File: src/hw/change_sense_pin_pkg.sv
// Package for the pin change interrupt unit: register map, field layout, types.
// Assumes a 32-bit Avalon-MM slave with byte addressing, word-aligned registers.
package change_sense_pin_pkg;

  // ------------------------------------------------------------
  // Register indices and address width
  // ------------------------------------------------------------
  localparam logic [7:0]  IDX_GROUP0_PIN_MASK = 8'h6b;
  localparam logic [7:0]  IDX_GROUP1_PIN_MASK = 8'h6c;
  localparam logic [7:0]  IDX_GROUP2_PIN_MASK = 8'h6d;
  localparam logic [7:0]  IDX_GROUP3_PIN_MASK = 8'h73;
  localparam logic [7:0]  IDX_PIN_CHANGE_FLAGS = 8'h74;
  localparam logic [7:0]  IDX_GROUP_ENABLE    = 8'h75;
  localparam logic [7:0]  IDX_GLOBAL_ENABLE   = 8'h76;
  localparam logic [7:0]  IDX_IRQ_STATUS      = 8'h77;
  localparam logic [7:0]  IDX_IRQ_MASK        = 8'h78;
  localparam logic [7:0]  IDX_VECTOR_TAKEN    = 8'h79;
  localparam int          ADDR_W              = 10;

  // ------------------------------------------------------------
  // Widths and reset values
  // ------------------------------------------------------------
  localparam int          GROUPS              = 4;
  localparam int          PINS_PER_GROUP      = 8;
  localparam int          PINS                = GROUPS * PINS_PER_GROUP;
  localparam logic [7:0]  MASK_RESET          = 8'h00;
  localparam logic [3:0]  FLAG_RESET          = 4'h0;
  localparam logic [31:0] UNMAPPED_READ       = 32'h0000_0000;
  localparam int          GLOBAL_EN_BIT       = 0;

  // ------------------------------------------------------------
  // Types
  // ------------------------------------------------------------
  typedef struct packed {
    logic [ADDR_W-1:0] address;
    logic              read;
    logic              write;
    logic [3:0]        byteenable;
    logic [31:0]       writedata;
  } change_sense_pin_avm_req_t;

  typedef enum logic [1:0] {
    BUS_IDLE,
    BUS_ACK
  } change_sense_pin_bus_state_t;

endpackage : change_sense_pin_pkg

File: src/hw/change_sense_pin_sync3.sv
// Three-stage synchroniser with change detect for one pin.
// Assumes pin is asynchronous to core_clk_i.
`timescale 1ns/1ns
module change_sense_pin_sync3 (
  input  wire logic core_clk_i,
  input  wire logic arst_n_i,
  input  wire logic pin_i,
  output logic      level_o,
  output logic      change_o
);
  logic meta_q;
  logic s2_q;
  logic s3_q;

  // ------------------------------------------------------------
  // Sampling chain
  // ------------------------------------------------------------
  always_ff @(posedge core_clk_i or negedge arst_n_i) begin
    if (!arst_n_i) begin
      meta_q <= 1'b0;
      s2_q   <= 1'b0;
      s3_q   <= 1'b0;
    end else begin
      meta_q <= pin_i;
      s2_q   <= meta_q;
      s3_q   <= s2_q;
    end
  end

  // Level settled once stages two and three agree
  logic level_q;
  always_ff @(posedge core_clk_i or negedge arst_n_i) begin
    if (!arst_n_i) begin
      level_q <= 1'b0;
    end else if (s2_q == s3_q) begin
      level_q <= s3_q;
    end
  end

  assign level_o  = level_q;
  assign change_o = (s2_q == s3_q) && (s3_q != level_q);
endmodule : change_sense_pin_sync3

File: src/hw/change_sense_pin_group.sv
// One group of eight pins: mask, change detect and sticky flag.
// Assumes masks and clear strobes come from the register file on the same clock.
`timescale 1ns/1ns
module change_sense_pin_group
  import change_sense_pin_pkg::*;
(
  input  wire logic                      core_clk_i,
  input  wire logic                      arst_n_i,
  input  wire logic [PINS_PER_GROUP-1:0] pins_i,
  input  wire logic [PINS_PER_GROUP-1:0] mask_i,
  input  wire logic                      group_en_i,
  input  wire logic                      clear_i,
  output logic                           flag_o,
  output logic                           set_o
);
  logic [PINS_PER_GROUP-1:0] change;
  logic                      flag_q;

  for (genvar p = 0; p < PINS_PER_GROUP; p++) begin : g_pin
    change_sense_pin_sync3 u_sync (
      .core_clk_i (core_clk_i),
      .arst_n_i   (arst_n_i),
      .pin_i      (pins_i[p]),
      .level_o    (),
      .change_o   (change[p])
    );
  end

  // Masked-off pins never reach the flag
  assign set_o = group_en_i && |(change & mask_i);

  // ------------------------------------------------------------
  // Sticky flag, set wins over clear
  // ------------------------------------------------------------
  always_ff @(posedge core_clk_i or negedge arst_n_i) begin
    if (!arst_n_i) begin
      flag_q <= 1'b0;
    end else if (set_o) begin
      flag_q <= 1'b1;
    end else if (clear_i) begin
      flag_q <= 1'b0;
    end
  end

  assign flag_o = flag_q;
endmodule : change_sense_pin_group

File: src/hw/change_sense_pin_unit.sv
// Pin change interrupt unit top: Avalon-MM register file and four pin groups.
// Assumes pins are asynchronous; one core clock; vector-taken pulses from the CPU.
//
// Behaviour
// - Enabled change on pins 16-23 sets flag 2
// - Enabled change on pins 8-15 sets flag 1
// - Enabled change on pins 0-7 sets flag 0
// - Flag with global and group enable requests vector
// - Taking the vector clears its group flag
// - Writing one clears flag; zero leaves it
// - Group-3 mask, pin enabled with group enable
// - Zero mask bit blocks that pin's changes
// - Group-2 mask for pins 23-16, gated by enable
// - Group-1 mask for pins 15-8, gated by enable
// - Group-0 mask for pins 7-0, gated by enable
// - Enabled change on pins 24-31 sets flag 3
// - Control register holds one enable per group
`timescale 1ns/1ns
module change_sense_pin_unit
  import change_sense_pin_pkg::*;
(
  input  wire logic              core_clk_i,
  input  wire logic              arst_n_i,
  input  wire logic [ADDR_W-1:0] avs_address_i,
  input  wire logic              avs_read_i,
  input  wire logic              avs_write_i,
  input  wire logic [3:0]        avs_byteenable_i,
  input  wire logic [31:0]       avs_writedata_i,
  output logic [31:0]            avs_readdata_o,
  output logic                   avs_waitrequest_o,
  input  wire logic [PINS-1:0]   change_sense_pin_i,
  input  wire logic [GROUPS-1:0] vector_taken_i,
  output logic [GROUPS-1:0]      vector_request_o,
  output logic                   irq_o
);

  // ------------------------------------------------------------
  // Bus decode
  // ------------------------------------------------------------
  change_sense_pin_avm_req_t   req;
  change_sense_pin_bus_state_t state_q;
  logic             wr_ok;
  logic             rd_ok;
  logic [7:0]       idx;
  logic             word_ok;
  logic [31:0]      rdata_d;
  logic [31:0]      rdata_q;

  assign req.address    = avs_address_i;
  assign req.read       = avs_read_i;
  assign req.write      = avs_write_i;
  assign req.byteenable = avs_byteenable_i;
  assign req.writedata  = avs_writedata_i;

  assign idx     = req.address[ADDR_W-1:2];
  assign word_ok = req.address[1:0] == 2'h0;

  // One wait state: the access completes in the acknowledge cycle
  assign avs_waitrequest_o = !(state_q == BUS_ACK);
  assign wr_ok = req.write && state_q == BUS_ACK && req.byteenable[0] && word_ok;
  assign rd_ok = req.read && state_q == BUS_ACK;

  always_ff @(posedge core_clk_i or negedge arst_n_i) begin
    if (!arst_n_i) begin
      state_q <= BUS_IDLE;
    end else begin
      case (state_q)
        BUS_IDLE: begin
          if (req.read || req.write) begin
            state_q <= BUS_ACK;
          end
        end
        BUS_ACK: state_q <= BUS_IDLE;
        default: state_q <= BUS_IDLE;
      endcase
    end
  end

  // ------------------------------------------------------------
  // Configuration registers
  // ------------------------------------------------------------
  logic [7:0]        mask_q [GROUPS];
  logic [GROUPS-1:0] group_en_q;
  logic              global_en_q;
  logic [GROUPS-1:0] irq_mask_q;

  always_ff @(posedge core_clk_i or negedge arst_n_i) begin
    if (!arst_n_i) begin
      for (int g = 0; g < GROUPS; g++) begin
        mask_q[g] <= MASK_RESET;
      end
    end else if (wr_ok) begin
      case (idx)
        IDX_GROUP0_PIN_MASK: mask_q[0] <= req.writedata[7:0];
        IDX_GROUP1_PIN_MASK: mask_q[1] <= req.writedata[7:0];
        IDX_GROUP2_PIN_MASK: mask_q[2] <= req.writedata[7:0];
        IDX_GROUP3_PIN_MASK: mask_q[3] <= req.writedata[7:0];
        default: ;
      endcase
    end
  end

  always_ff @(posedge core_clk_i or negedge arst_n_i) begin
    if (!arst_n_i) begin
      group_en_q  <= FLAG_RESET;
      global_en_q <= 1'b0;
      irq_mask_q  <= FLAG_RESET;
    end else if (wr_ok) begin
      case (idx)
        IDX_GROUP_ENABLE:  group_en_q  <= req.writedata[GROUPS-1:0];
        IDX_GLOBAL_ENABLE: global_en_q <= req.writedata[GLOBAL_EN_BIT];
        IDX_IRQ_MASK:      irq_mask_q  <= req.writedata[GROUPS-1:0];
        default: ;
      endcase
    end
  end

  // ------------------------------------------------------------
  // Pin groups
  // ------------------------------------------------------------
  logic [GROUPS-1:0] flag;
  logic [GROUPS-1:0] set_ev;
  logic [GROUPS-1:0] flag_clr;
  logic [GROUPS-1:0] w1c;

  // Write-one clears; a zero bit leaves the flag alone
  assign w1c = (wr_ok && idx == IDX_PIN_CHANGE_FLAGS) ? req.writedata[GROUPS-1:0] : FLAG_RESET;
  assign flag_clr = w1c | vector_taken_i;

  for (genvar g = 0; g < GROUPS; g++) begin : g_grp
    change_sense_pin_group u_group (
      .core_clk_i (core_clk_i),
      .arst_n_i   (arst_n_i),
      .pins_i     (change_sense_pin_i[g*PINS_PER_GROUP +: PINS_PER_GROUP]),
      .mask_i     (mask_q[g]),
      .group_en_i (group_en_q[g]),
      .clear_i    (flag_clr[g]),
      .flag_o     (flag[g]),
      .set_o      (set_ev[g])
    );
  end

  // Vector request needs flag, group enable and global enable
  always_ff @(posedge core_clk_i or negedge arst_n_i) begin
    if (!arst_n_i) begin
      vector_request_o <= FLAG_RESET;
    end else begin
      vector_request_o <= flag & group_en_q & {GROUPS{global_en_q}} & ~flag_clr;
    end
  end

  // ------------------------------------------------------------
  // Interrupt status: sticky, cleared by reading
  // ------------------------------------------------------------
  logic [GROUPS-1:0] irq_status_q;
  logic              status_rd;

  assign status_rd = rd_ok && idx == IDX_IRQ_STATUS;

  always_ff @(posedge core_clk_i or negedge arst_n_i) begin
    if (!arst_n_i) begin
      irq_status_q <= FLAG_RESET;
    end else begin
      // Events landing in the read cycle survive the clear
      irq_status_q <= (status_rd ? FLAG_RESET : irq_status_q) | set_ev;
    end
  end

  always_ff @(posedge core_clk_i or negedge arst_n_i) begin
    if (!arst_n_i) begin
      irq_o <= 1'b0;
    end else begin
      irq_o <= |(((status_rd ? FLAG_RESET : irq_status_q) | set_ev) & irq_mask_q);
    end
  end

  // ------------------------------------------------------------
  // Read mux
  // ------------------------------------------------------------
  always_comb begin
    rdata_d = UNMAPPED_READ;
    case (idx)
      IDX_GROUP0_PIN_MASK:  rdata_d[7:0]          = mask_q[0];
      IDX_GROUP1_PIN_MASK:  rdata_d[7:0]          = mask_q[1];
      IDX_GROUP2_PIN_MASK:  rdata_d[7:0]          = mask_q[2];
      IDX_GROUP3_PIN_MASK:  rdata_d[7:0]          = mask_q[3];
      IDX_PIN_CHANGE_FLAGS: rdata_d[GROUPS-1:0]   = flag;
      IDX_GROUP_ENABLE:     rdata_d[GROUPS-1:0]   = group_en_q;
      IDX_GLOBAL_ENABLE:    rdata_d[GLOBAL_EN_BIT] = global_en_q;
      IDX_IRQ_STATUS:       rdata_d[GROUPS-1:0]   = irq_status_q;
      IDX_IRQ_MASK:         rdata_d[GROUPS-1:0]   = irq_mask_q;
      default:              rdata_d               = UNMAPPED_READ;
    endcase
  end

  // Data captured on the request edge, presented with the acknowledge
  always_ff @(posedge core_clk_i or negedge arst_n_i) begin
    if (!arst_n_i) begin
      rdata_q <= UNMAPPED_READ;
    end else if (state_q == BUS_IDLE && req.read) begin
      rdata_q <= rdata_d;
    end
  end

  assign avs_readdata_o = rdata_q;

endmodule : change_sense_pin_unit

File: config.mk
export PLATFORM = sky130hd
export DESIGN_NAME = change_sense_pin_unit
export DESIGN_NICKNAME = d
export VERILOG_FILES = /design/src/hw/change_sense_pin_pkg.sv /design/src/hw/change_sense_pin_sync3.sv /design/src/hw/change_sense_pin_group.sv /design/src/hw/change_sense_pin_unit.sv
export SDC_FILE = /design/constraint.sdc
export NUM_CORES = 1
export LEC_CHECK = 0
export BUFFER_PORTS_ARGS = -buffer_cell sky130_fd_sc_hd__buf_2
export CAP_MARGIN = 20
export CORE_MARGIN = 2
export CORE_UTILIZATION = 45
export CTS_CLUSTER_DIAMETER = 120
export CTS_CLUSTER_SIZE = 10
export DETAILED_ROUTE_END_ITERATION = 10
export GPL_TIMING_DRIVEN = 0
export PLACE_DENSITY = 0.71
export SETUP_SLACK_MARGIN = 0.4
export SYNTH_ARGS = -nofsm -noshare
export SYNTH_HDL_FRONTEND = slang
export SYNTH_SLANG_ARGS = --single-unit
File: constraint.sdc
create_clock -name core_clk_i -period 1.78 [get_ports core_clk_i]
set_clock_uncertainty 0.1 [all_clocks]
set_input_delay 0.178 -clock core_clk_i [delete_from_list [all_inputs] [get_ports core_clk_i]]
set_output_delay 0.178 -clock core_clk_i [all_outputs]
set_load 0.03 [all_outputs]
==> results by stage, run 1 <==
Layout:
- The number of antenna cells inserted is 0.
- In the layout the commonest cells are 186 x dfrtp_1, 70 x buf_2, 54 x buf_4.
- Cells with a size suffix above 1 make up 36.0% of the layout.
- The count of non-filler cells in the finished layout is 963.
- The library cell used most frequently in the layout, excluding fill and tap cells, is dfrtp_1.
- The final layout contains 820 nets.
- The area added between synthesis and finish is 33.9%.

Setup path:
- The startpoint type of the worst setup path is a register.
- For the worst flop-to-flop path, the logic depth is 6.
- The worst register-to-register path ends at irq_o.
- The origin of the critical flop-to-flop path is mask_q[19].
- The slowest stage of the critical path is the o41a_1 cell.
- The worst setup slack for register-to-register paths is -0.11 ns.
- In this run the worst path has a maximum fanout of 3.
- For this run, the slowest stage of the critical path takes 0.50 ns.
- The logic depth of the worst path, buffers included is 6.
- The worst setup path is captured at a register.
- The worst path arrival time is 2.09 ns.
- The worst setup path is of the register to register kind.
- Among cell families on the critical path, the largest total delay comes from compound AO/OA/AOI/OAI gates.
- Traced cell by cell, the critical path runs through and4b_1 > a31oi_1 > o311ai_1 > o41a_1 > a22oi_1 > nand3_1.
- The data required time at the worst endpoint is 1.99 ns.
- The buffer and inverter count on the worst path is 0.
- The most critical setup path has its startpoint at mask_q[19].
- The most critical setup path has its endpoint at irq_o.

Detailed routing:
- The violation count after the first detailed-route iteration is 366.
- The ratio of routed vias to standard cells is 5.31.
- The average detailed-routed wire length per instance is 17.6 um.
- Once detail routing completed, the nets flagged for antenna violations numbered 0.
- The number of iterations in the first detailed-routing pass is 5.
- The overall via count from detail_route is 5,114.
- After detailed routing, the number of remaining DRC violations is 0.
- The final routed wirelength across all metal layers is 17.0 mm.

Timing:
- The final setup violation count is 4.
- Setup repair after global routing could not meet its margin everywhere.
- The hold violation total from the final report came to 60.
- The worst-case setup margin in the final layout is -0.106 ns.
- Setup total negative slack on the finished layout was measured at -0.211 ns.
- For the finished layout, the period the worst path requires is 1.89 ns.
- The worst path uses 106% of the clock period.
- Final hold analysis gives a worst-case slack of -0.432 ns.
- The worst slew slack as a fraction of its limit is 56.0%.
- The measured slew at the worst slew-check pin is 0.660 ns.
- The final max-slew violation count is 0.
- The peak clock frequency supported by timing is 0.530 GHz.

Power and ir drop:
- The internal power component is 6.97 mW.
- The net switching share of the total power is 23.6%.
- Registers are responsible for 51.5% of the overall power.
- Summed over all cells, the static leakage comes to 4.56 nW.
- Of the total power, the clock network draws 40.8%.
- The total power divided by cell area is 922 mW/mm^2.
- The total net switching power is 2.15 mW.
- The total chip power is 9.11 mW.
- The proportion of power drawn by combinational gates is 7.6%.
- The worst-case IR drop observed on VDD is 709 uV.

Global route:
- The number of antenna violations at the first check in global routing was 1.
- The global-route usage over all layers is 20.4%.
- The first global-routing pass estimated 27.9 mm of wire.
- The residual overflow from global routing is 0.
- The via count of the first global-routing pass was 5,315.
- The maximum number of pins on one net before global-route repair is 132.

Floorplanning:
- The chip height is 132 um.
- For this design the top-level I/O count stands at 124.
- Measured along the x axis, the die boundary spans 132 um.
- The number of rows created at floorplan is 46.
- The starting density of the core is 46.3%.
- The floorplan core area is 0.0159 mm^2.
- The die covers 0.0174 mm^2.

Placed design:
- The placed wire-length estimate after detailed placement is 10.8 mm.
- The congestion estimate from routability-driven global placement came to 0.874.
- The count of port buffers added during placement is 71.
- Prior to clock tree synthesis, the placed netlist has a worst setup slack of -0.349 ns.
- Counting tap cells, the placed design contains a total of 847 instances.

Yosys:
- In this run, synthesis inferred 0 flip-flops with an integrated enable.
- The leading register cell type out of synthesis is dfrtp_1.
- Summing the sequential cell areas from Yosys gives 64.8% of the chip area.
- The post-synthesis cell count is 536.
- During synthesis, Yosys emitted a total of 0 warnings.
- The netlist uses 60 different library cells.
- The average size of a mapped cell is 13.8 um^2.
- Counting flops and latches in the post-synthesis netlist gives 191.
- The synthesized netlist occupies a cell area of 0.00738 mm^2.
- The proportion of register bits with asynchronous set or reset after synthesis is 100%.

Clock tree:
- The root buffer selected by CTS is clkbuf_16.
- The clock reaches the later pin of the worst-skew pair after 0.43 ns.
- The clock buffer count from CTS is 17.
- The clock-pin slew on the worst setup and hold paths is 0.07 ns.
- TritonCTS built the clock tree.
- In this run, post-CTS hold repair placed 42 buffers.
- The maximum buffer depth of the clock tree is 2.
- The total clock sinks is 191.
- The H-tree generated during clock tree synthesis spans 4 levels.

Run status:
- The final reports fail on negative hold slack, negative setup slack.
- The run finished, with violations left.

Hold path:
- The type of the worst min-delay path is input port to asynchronous set/reset pin.

Flow run:
- The max-cap violation count is 0.
==> logic make-up (layout without fill, tap and decap cells) <==
family                   count (synthesis)  after routing  share of synthesized area, %
flip-flops                             191            191                          64.8
AND/OR/NAND/NOR                        159            159                          13.7
AO/OA/AOI/OAI                           86             86                          8.29
multiplexers                            45             45                          7.38
buffers and inverters                   36            224                          3.36
adder cells (fa/ha/maj)                 18             18                          2.44
other                                    1             24                        0.0508
==> per-layer routing <==
layer	share of wire [%]	track usage, %
met4	2.1	6.46
met1	43	26.2
met2	50	34.7
met5	0.065	0
met3	4.7	4.38
==> stage by stage <==
step | area [um^2] | util, %
after detailed placement | 8280 | 51.9
after floorplan | 7620 | -
after CTS | 9710 | 60.9
final | 9880 | 62.0
after global placement | 8240 | 51.7
after global routing | 9880 | 62.0
==> worst min path at each step <==
stage	from	endpoint	depth (start not counted)
2_1_floorplan	arst_n_i	avs_readdata_o[0]	0
3_3_place_gp	change_sense_pin_i[21]	g_grp[2].u_group.g_pin[5].u_sync.meta_q	1
3_5_place_dp	arst_n_i	g_grp[1].u_group.g_pin[7].u_sync.meta_q	1
4_1_cts	arst_n_i	g_grp[1].u_group.g_pin[7].u_sync.meta_q	1
5_1_grt	arst_n_i	g_grp[1].u_group.g_pin[3].u_sync.s2_q	1
6_report	arst_n_i	g_grp[1].u_group.g_pin[1].u_sync.meta_q	1
==> registers in the layout, indices dropped and copies added (netlist names) <==
register                            count
g_grp.u_group.g_pin.u_sync.level_o     32
g_grp.u_group.g_pin.u_sync.meta_q      32
g_grp.u_group.g_pin.u_sync.s2_q        32
g_grp.u_group.g_pin.u_sync.s3_q        32
mask_q                                 32
avs_readdata_o                          8
g_grp.u_group.flag_o                    4
group_en_q                              4
irq_mask_q                              4
irq_status_q                            4
vector_request_o                        4
global_en_q                             1
irq_o                                   1
state_q                                 1
==> final cells by class <==
type / instances / area (um^2)
Buffer: 31 / 241
Clock buffer: 19 / 443
Clock inverter: 13 / 139
Fill cell: 1179 / 6060
Inverter: 5 / 26.3
Multi-Input combinational cell: 332 / 2760
Sequential cell: 191 / 4790
Tap cell: 216 / 270
Timing Repair Buffer: 156 / 1210
==> repair_timing <==
item / 4_1_cts / 5_1_grt
buffers inserted: 34 / 8
pin swaps: 25 / 15
setup endpoints to repair: 63 / 63
resized for setup: 41 / 28
endpoints found under the hold margin: 117 / 60
==> synth_stat cells (all sizes together), types with 7 or more instances <==
cell type / instances / area, um^2
o21ai: 14 / 70.1
and4b: 8 / 80.1
a21oi: 15 / 75.1
nor2: 37 / 149
nand2b: 7 / 46.3
nand4b: 18 / 173
buf: 31 / 229
nand2: 45 / 169
nor3: 9 / 67.6
dfrtp: 191 / 4780
mux2: 41 / 492
maj3: 18 / 180
a31oi: 11 / 68.8
nand3: 8 / 52.6
==> power by group through the flow <==
stage | sequential (mW) | clock, mW | combinational [mW]
6_report | 4.69 | 3.72 | 0.697
5_1_grt | 4.72 | 3.99 | 0.760
4_1_cts | 4.69 | 3.78 | 0.675
3_5_place_dp | 4.78 | 0 | 0.533
3_3_place_gp | 4.76 | 0 | 0.504
2_1_floorplan | 4.74 | 0 | 0.295
Note: power is estimated with default switching activity, not from simulation.
==> inputs of run 2 (changes only) <==
--- a/config.mk
+++ b/config.mk
@@ -12,7 +12,6 @@
 export CTS_CLUSTER_DIAMETER = 120
 export CTS_CLUSTER_SIZE = 10
 export DETAILED_ROUTE_END_ITERATION = 10
-export GPL_TIMING_DRIVEN = 0
 export PLACE_DENSITY = 0.71
 export SETUP_SLACK_MARGIN = 0.4
 export SYNTH_ARGS = -nofsm -noshare
==> results by stage, run 2 (synthesis results as in run 1) <==
Run status:
- The run finished, with violations left.
- The final reports fail on negative setup slack.

Power and ir drop:
- The leakage dissipation is 4.64 nW.
- Combinational logic burns 7.6% of the power.
- The sequential group share of total power is 49.3%.
- The net switching share of the total power is 23.9%.
- The internal portion of the total power is 7.24 mW.
- VDD sags by at most 826 uV.
- In this run the power spent charging and discharging nets is 2.27 mW.
- In this run the power density over the cells is 950 mW/mm^2.
- The clock share of power is 43.2%.

Hold path:
- The type of the worst min-delay path is input port to register.
- The startpoint identified for the worst hold timing path is avs_writedata_i[0].

Detailed routing:
- The number of iterations in the first detailed-routing pass is 5.
- The ratio of routed vias to standard cells is 5.29.
- The residual DRC count is 0.
- The average detailed-routed wire length per instance is 17.9 um.
- For this block, the initial DRC count from the detailed router was 304.
- Once detail routing completed, the nets flagged for antenna violations numbered 0.
- The final routed wirelength across all metal layers is 17.4 mm.
- For this block, the via count after detailed routing is 5,161.

Timing:
- Setup repair after global routing could not meet its margin everywhere.
- Setup violations remaining at the end of the flow were counted as 6.
- After layout, the worst setup slack is -0.121 ns.
- The final max-slew violation count came to 0.
- Timing would allow up to 0.526 GHz.
- For the final routed database, the setup TNS stands at -0.224 ns.
- After layout, the minimum clock period comes to 1.90 ns.
- Measured against its own limit, the worst slew margin works out to 61.9%.
- The measured slew at the worst slew-check pin is 0.572 ns.
- The hold violation total from the final report came to 0.
- The final critical path takes up 107% of the cycle.

Layout:
- The area added between synthesis and finish is 35.6%.
- The most common library cell in the layout ignoring fill and taps is dfrtp_1.
- The library cells used most frequently in the layout, excluding fill and tap cells, are 190 x dfrtp_1, 70 x buf_2, 64 x buf_4.
- The sequential cells in the finished layout cover a total of 0.00478 mm^2.
- The repair_antennas step left the layout with diodes totalling 0.
- Cells with a size suffix above 1 make up 35.7% of the layout.
- The multi-input gate area in the final layout is 0.00270 mm^2.
- Fill cells in the final layout number 1,156.
- At the end of the flow, the number of nets in the layout was 832.

Placed design:
- Routability-driven placement finished with a final weighted congestion of 0.910.
- The placed wire-length estimate after detailed placement is 11.9 mm.
- The count of port buffers added during placement is 72.
- Timing analysis after detailed placement gives a worst setup slack of -0.261 ns.

Clock tree:
- The maximum buffer depth of the clock tree is 2.
- The number of H-tree levels is 4.
- The tree is rooted in a clkbuf_16.
- The source-to-sink clock delay at the later pin of the worst-skew pair is 0.44 ns.
- The TritonCTS clock tree is yes.
- The clock-pin slew on the worst setup and hold paths is 0.08 ns.
- The clock buffer count from CTS is 17.
- The tree built by TritonCTS fans out to 191 sinks.

Setup path:
- The slowest stage of the critical path is the dfrtp_1 cell.
- Together, buffers and inverters on the worst path number 1.
- The most numerous cell type found on the critical path is nand4_1.
- The critical path in this run is classified as register to register.
- The startpoint type of the worst setup path is a register.
- The most critical setup path has its startpoint at mask_q[14].
- The capture instance of the worst register-to-register path is irq_o.
- Broken down by cell family, the worst path's largest delay share belongs to compound AO/OA/AOI/OAI gates.
- Data on the critical path arrives at its endpoint at 2.11 ns.
- The worst setup path is captured at a register.
- The maximum cell stage delay along the critical path is 0.40 ns.
- The logic depth of the worst path, buffers included is 7.
- The number of cells on the worst reg-to-reg path is 7.
- In this run the critical register-to-register path is launched from mask_q[14].
- Of all nets on the critical path, the largest fanout is 3.
- The data required time at the worst endpoint is 1.99 ns.
- Traced cell by cell, the critical path runs through nand4b_1 > nand4_1 > a2111oi_2 > buf_4 > nand4_1 > a32oi_1 > nand3_1.
- The critical path ends at irq_o.
- Setup slack on the worst reg-to-reg path comes out at -0.12 ns.

Floorplanning:
- The floorplan core area is 0.0159 mm^2.
- For this configuration, the core starts out at a cell density of 46.3%.
- The die area is 0.0174 mm^2.
- Row generation in the floorplan step produced 46 rows.
- The die is 132 um wide.
- During I/O placement, the number of pins put on the boundary was 124.
- The floorplan step set the die height to 132 um.

Global route:
- The via count of the first global-routing pass came to 5,355.
- Global routing finished with a remaining overflow of 0.
- Entering global routing, the biggest net connects 56 pins.
- The number of antenna violations at the first check in global routing is 0.
- Global routing consumed, over all layers together, 21.2% of the routing resources.
- The first global-routing pass estimated 28.5 mm of wire.

Flow run:
- Max-cap violations in this run came to 0.
## run 2: changes by cell type in the layout (fill, tap and decap cells not counted), sizes merged
cell | previous run | this run
clkbuf | 19 | 20
clkinvlp | 5 | 2
dlygate4sd3 | 42 | 43
buf | 145 | 156
bufinv | 2 | 3
inv | 6 | 10
clkinv | 5 | 2
## run 2: metrics by stage
| stage | total power [mW] | area, um^2 | utilization, % | cells | hold WS, ns |
|---|---|---|---|---|---|
| global route | 9.87 | 10000 | 62.8 | 975 | 0.0290 |
| finish | 9.51 | 10000 | 62.8 | 975 | 0.0480 |
| detailed placement | 5.34 | 8640 | 54.2 | 886 | 0.0820 |
| CTS | 9.56 | 9960 | 62.5 | 971 | 0.0388 |
| global placement | 5.31 | 8640 | 54.2 | 886 | 0.0819 |
| floorplan | 5.03 | 7620 | - | 559 | -0.218 |
## run 2: timing repair
item / in CTS / in global routing
hold endpoints to repair: 108 / 0
hold buffers: 43 / 0
buffers inserted: 10 / 4
gates resized for setup: 45 / 8
pin swaps: 24 / 10
setup endpoints to repair: 63 / 61
## run 2: routing by layer
metal  GRT usage [%]  vias up  routed length [um]
met5               0        -                   0
met3            5.19       25                 793
met1            27.5     2634                7510
li1                -     2350                   -
met4            8.15        0                 363
met2            34.5      152                8760
## run 2: worst min-delay path by stage
stage,end,slack [ns],cells past startpoint
global route,global_en_q,0.03,2
floorplan,avs_readdata_o[0],-0.22,0
finish,global_en_q,0.05,2
global placement,g_grp[1].u_group.g_pin[1].u_sync.meta_q,0.08,1
CTS,global_en_q,0.04,2
detailed placement,g_grp[1].u_group.g_pin[1].u_sync.meta_q,0.08,1
## run 2: area by class of cell
type,instances,area share [%]
clock buffer,20,4.66
clock inverter,12,1.74
inverter,5,0.263
multi-input combinational,332,27.0
sequential,191,47.8
tap,216,2.70
timing repair buffer,199,15.9
## run 2: power groups by stage
| stage | clock [mW] | combinational (mW) | sequential (mW) |
|---|---|---|---|
| floorplan | 0 | 0.295 | 4.74 |
| global placement | 0 | 0.561 | 4.75 |
| detailed placement | 0 | 0.582 | 4.76 |
| CTS | 4.16 | 0.711 | 4.69 |
| global route | 4.38 | 0.782 | 4.71 |
| finish | 4.11 | 0.720 | 4.69 |
==> inputs of run 3 (changes only) <==
--- a/config.mk
+++ b/config.mk
@@ -7,12 +7,14 @@
 export LEC_CHECK = 0
 export BUFFER_PORTS_ARGS = -buffer_cell sky130_fd_sc_hd__buf_2
 export CAP_MARGIN = 20
-export CORE_MARGIN = 2
-export CORE_UTILIZATION = 45
+export CELL_PAD_IN_SITES_DETAIL_PLACEMENT = 0
+export CELL_PAD_IN_SITES_GLOBAL_PLACEMENT = 2
+export CORE_MARGIN = 8
+export CORE_UTILIZATION = 35
 export CTS_CLUSTER_DIAMETER = 120
 export CTS_CLUSTER_SIZE = 10
 export DETAILED_ROUTE_END_ITERATION = 10
-export PLACE_DENSITY = 0.71
+export PLACE_DENSITY_LB_ADDON = 0.1
 export SETUP_SLACK_MARGIN = 0.4
 export SYNTH_ARGS = -nofsm -noshare
 export SYNTH_HDL_FRONTEND = slang
==> results by stage, run 3 (synthesis results as in run 1) <==
Timing:
- The shortest clock period the worst path allows after layout is 1.95 ns.
- The worst-case setup margin in the final layout is -0.167 ns.
- Setup violations remaining at the end of the flow were counted as 7.
- The final max-slew violation count came to 0.
- The portion of the clock cycle consumed by the worst path in the final layout is 109%.
- Setup repair after global routing could not meet its margin everywhere.
- The hold violation total from the final report is 0.
- The peak clock frequency supported by timing is 0.514 GHz.

Run status:
- The flow ran to the end, but the final reports show violations.
- The final reports fail on negative setup slack.

Layout:
- Leaving out fill and tap cells, the most frequent cells in the layout are 189 x dfrtp_1, 74 x buf_4, 67 x buf_2.
- Relative to the synthesized area, the layout overhead comes to 37.0%.
- Leaving out fill and tap cells, the most frequent cell in the layout is dfrtp_1.
- The number of antenna diodes in the final layout is 0.
- The filler cell count is 1,869.
- The proportion of layout cells with a drive suffix above 1 is 36.9%.
- For this run, the post-layout net count is 838.
- Leaving out filler cells and counting taps, the final layout contains 1,040.
- The utilization after layout is 48.4%.

Power and ir drop:
- Of the total power, the share spent switching nets is 24.7%.
- For this design the total switching power over the nets is 2.30 mW.
- The total power divided by cell area is 920 mW/mm^2.
- The clock network is responsible for 41.8% of the overall power.
- The internal power component is 7.00 mW.
- Combinational cells account for 7.9% of the total power.
- The largest voltage drop on the vdd net is 535 uV.
- In this run, flip-flops and latches consume 50.3% of the power.
- The leakage dissipation is 4.67 nW.

Clock tree:
- The clock buffer count from CTS is 17.
- The total clock sinks is 191.
- TritonCTS built the clock tree.
- The root buffer selected by CTS is clkbuf_16.
- Clock-pin slew was measured on the worst setup and hold paths at 0.07 ns.
- The later pin in the worst-skew pair is clocked with a latency of 0.43 ns.
- In this run the number of H-tree levels came out at 4.
- The maximum buffer depth of the clock tree is 2.

Setup path:
- In this run the worst path has a maximum fanout of 2.
- The worst setup path is captured at a register.
- The critical path contains buffers and inverters numbering 2 combined.
- By startpoint and endpoint, the worst setup path is classified as register to register.
- The maximum cell stage delay along the critical path is 0.37 ns.
- The family of cells with the greatest summed delay on the critical path is compound AO/OA/AOI/OAI gates.
- The cell with the largest stage delay on the worst path is dfrtp_1.
- For flop-to-flop paths, the worst setup slack is -0.17 ns.
- Walking the worst path, the cells encountered are or3b_2 > o21ai_2 > a2111oi_4 > buf_4 > nand4_1 > buf_4 > a32oi_1 > nand3_1.
- The cell with the most instances on the worst path is buf_4.
- At the worst endpoint, the required time is 1.99 ns.
- The startpoint type of the worst setup path is a register.
- The worst path arrival time is 2.16 ns.

Floorplanning:
- Measured along the y axis, the die boundary spans 161 um.
- The number of rows created at floorplan is 53.
- The die area is 0.0260 mm^2.
- The die width is 161 um.
- The number of I/O pins is 124.
- The starting density of the core is 35.3%.
- The floorplan core area is 0.0209 mm^2.

Detailed routing:
- The ratio of routed vias to standard cells is 4.79.
- After detailed routing, the average wire length per cell comes to 17.7 um.
- The first detailed-routing pass ran for 5 iterations.
- The overall via count from detail_route is 4,979.
- The violation count after the first detailed-route iteration is 250.
- For this run, design rule violations remaining after detail routing come to 0.
- Wires add up to 18.4 mm.
- The final antenna-violating net count is 0.

Placed design:
- During placement, the flow inserted port buffers numbering 72.
- The wire-length estimate of the detail-placed layout is 13.3 mm.
- The global placer's final weighted congestion is 0.802.
- The worst setup timing slack at the placement stage is -0.449 ns.
- The number of cells in the design after placement is 941.

Global route:
- Entering global routing, the biggest net connects 46 pins.
- The first-pass GRT wire length is 29.5 mm.
- The via count of the first global-routing pass came to 5,329.
- Summed over all layers, the global routing overflow is 0.
- The number of antenna violations at the first check in global routing is 0.
- In the global route stage, overall resource usage came out at 14.6%.

Flow run:
- Max-cap violations in this run came to 0.

Hold path:
- The type of the worst min-delay path is input port to register.
==> run 3: routing by layer <==
metal / vias up / global-route usage, % / wire length (um)
met5: - / 0 / 0
met4: 0 / 5.51 / 319
met3: 21 / 3.16 / 643
met2: 80 / 23.3 / 8880
met1: 2512 / 19.3 / 8520
li1: 2366 / - / -
==> run 3: worst paths after layout <==
path / start / end / cells past startpoint
worst min-delay path: avs_writedata_i[0] / mask_q[8] / 2
min in group asynchronous: arst_n_i / g_grp[3].u_group.g_pin[4].u_sync.s2_q / 2
worst max register to register: g_grp[2].u_group.g_pin[4].u_sync.level_o / irq_o / 8
worst max-delay path: g_grp[2].u_group.g_pin[4].u_sync.level_o / irq_o / 8
worst min register to register: g_grp[0].u_group.g_pin[0].u_sync.meta_q / g_grp[0].u_group.g_pin[0].u_sync.s2_q / 0
max in group asynchronous: arst_n_i / g_grp[2].u_group.g_pin[7].u_sync.s3_q / 3
==> run 3: through the flow <==
stage / TNS [ns] / power [mW] / cell area, um^2 / hold WS [ns]
final: -0.758 / 9.30 / 10100 / 0.0746
after global routing: -1.28 / 9.70 / 10100 / 0.0572
after CTS: -0.890 / 9.44 / 9980 / 0.0414
after detailed placement: -2.49 / 5.35 / 8690 / 0.0588
after global placement: -2.11 / 5.33 / 8690 / 0.0543
after floorplan: 0 / 5.03 / 7620 / -0.218
==> run 3: what timing repair did <==
item	4_1_cts	5_1_grt
cloned	0	0
gates resized for setup	31	23
endpoints found under the hold margin	248	0
pin swaps	21	16
setup endpoints to repair	63	66
buffers inserted	18	6
hold buffers	43	0
==> run 3: power groups by stage <==
stage | Clock (mW) | Combinational (mW) | Sequential (mW)
final | 3.88 | 0.736 | 4.68
after global routing | 4.19 | 0.807 | 4.70
after CTS | 4.03 | 0.727 | 4.68
after detailed placement | 0 | 0.591 | 4.76
after global placement | 0 | 0.577 | 4.75
after floorplan | 0 | 0.295 | 4.74
==> run 3: cell type report <==
type / count / area, um^2 / area share, %
repair buffers: 205 / 1630 / 16.1
inverters: 5 / 23.8 / 0.235
clock buffers: 17 / 425 / 4.21
flip-flops and latches: 191 / 4780 / 47.3
well taps: 275 / 344 / 3.40
clock inverters: 15 / 170 / 1.68
multi-input cells: 332 / 2740 / 27.1
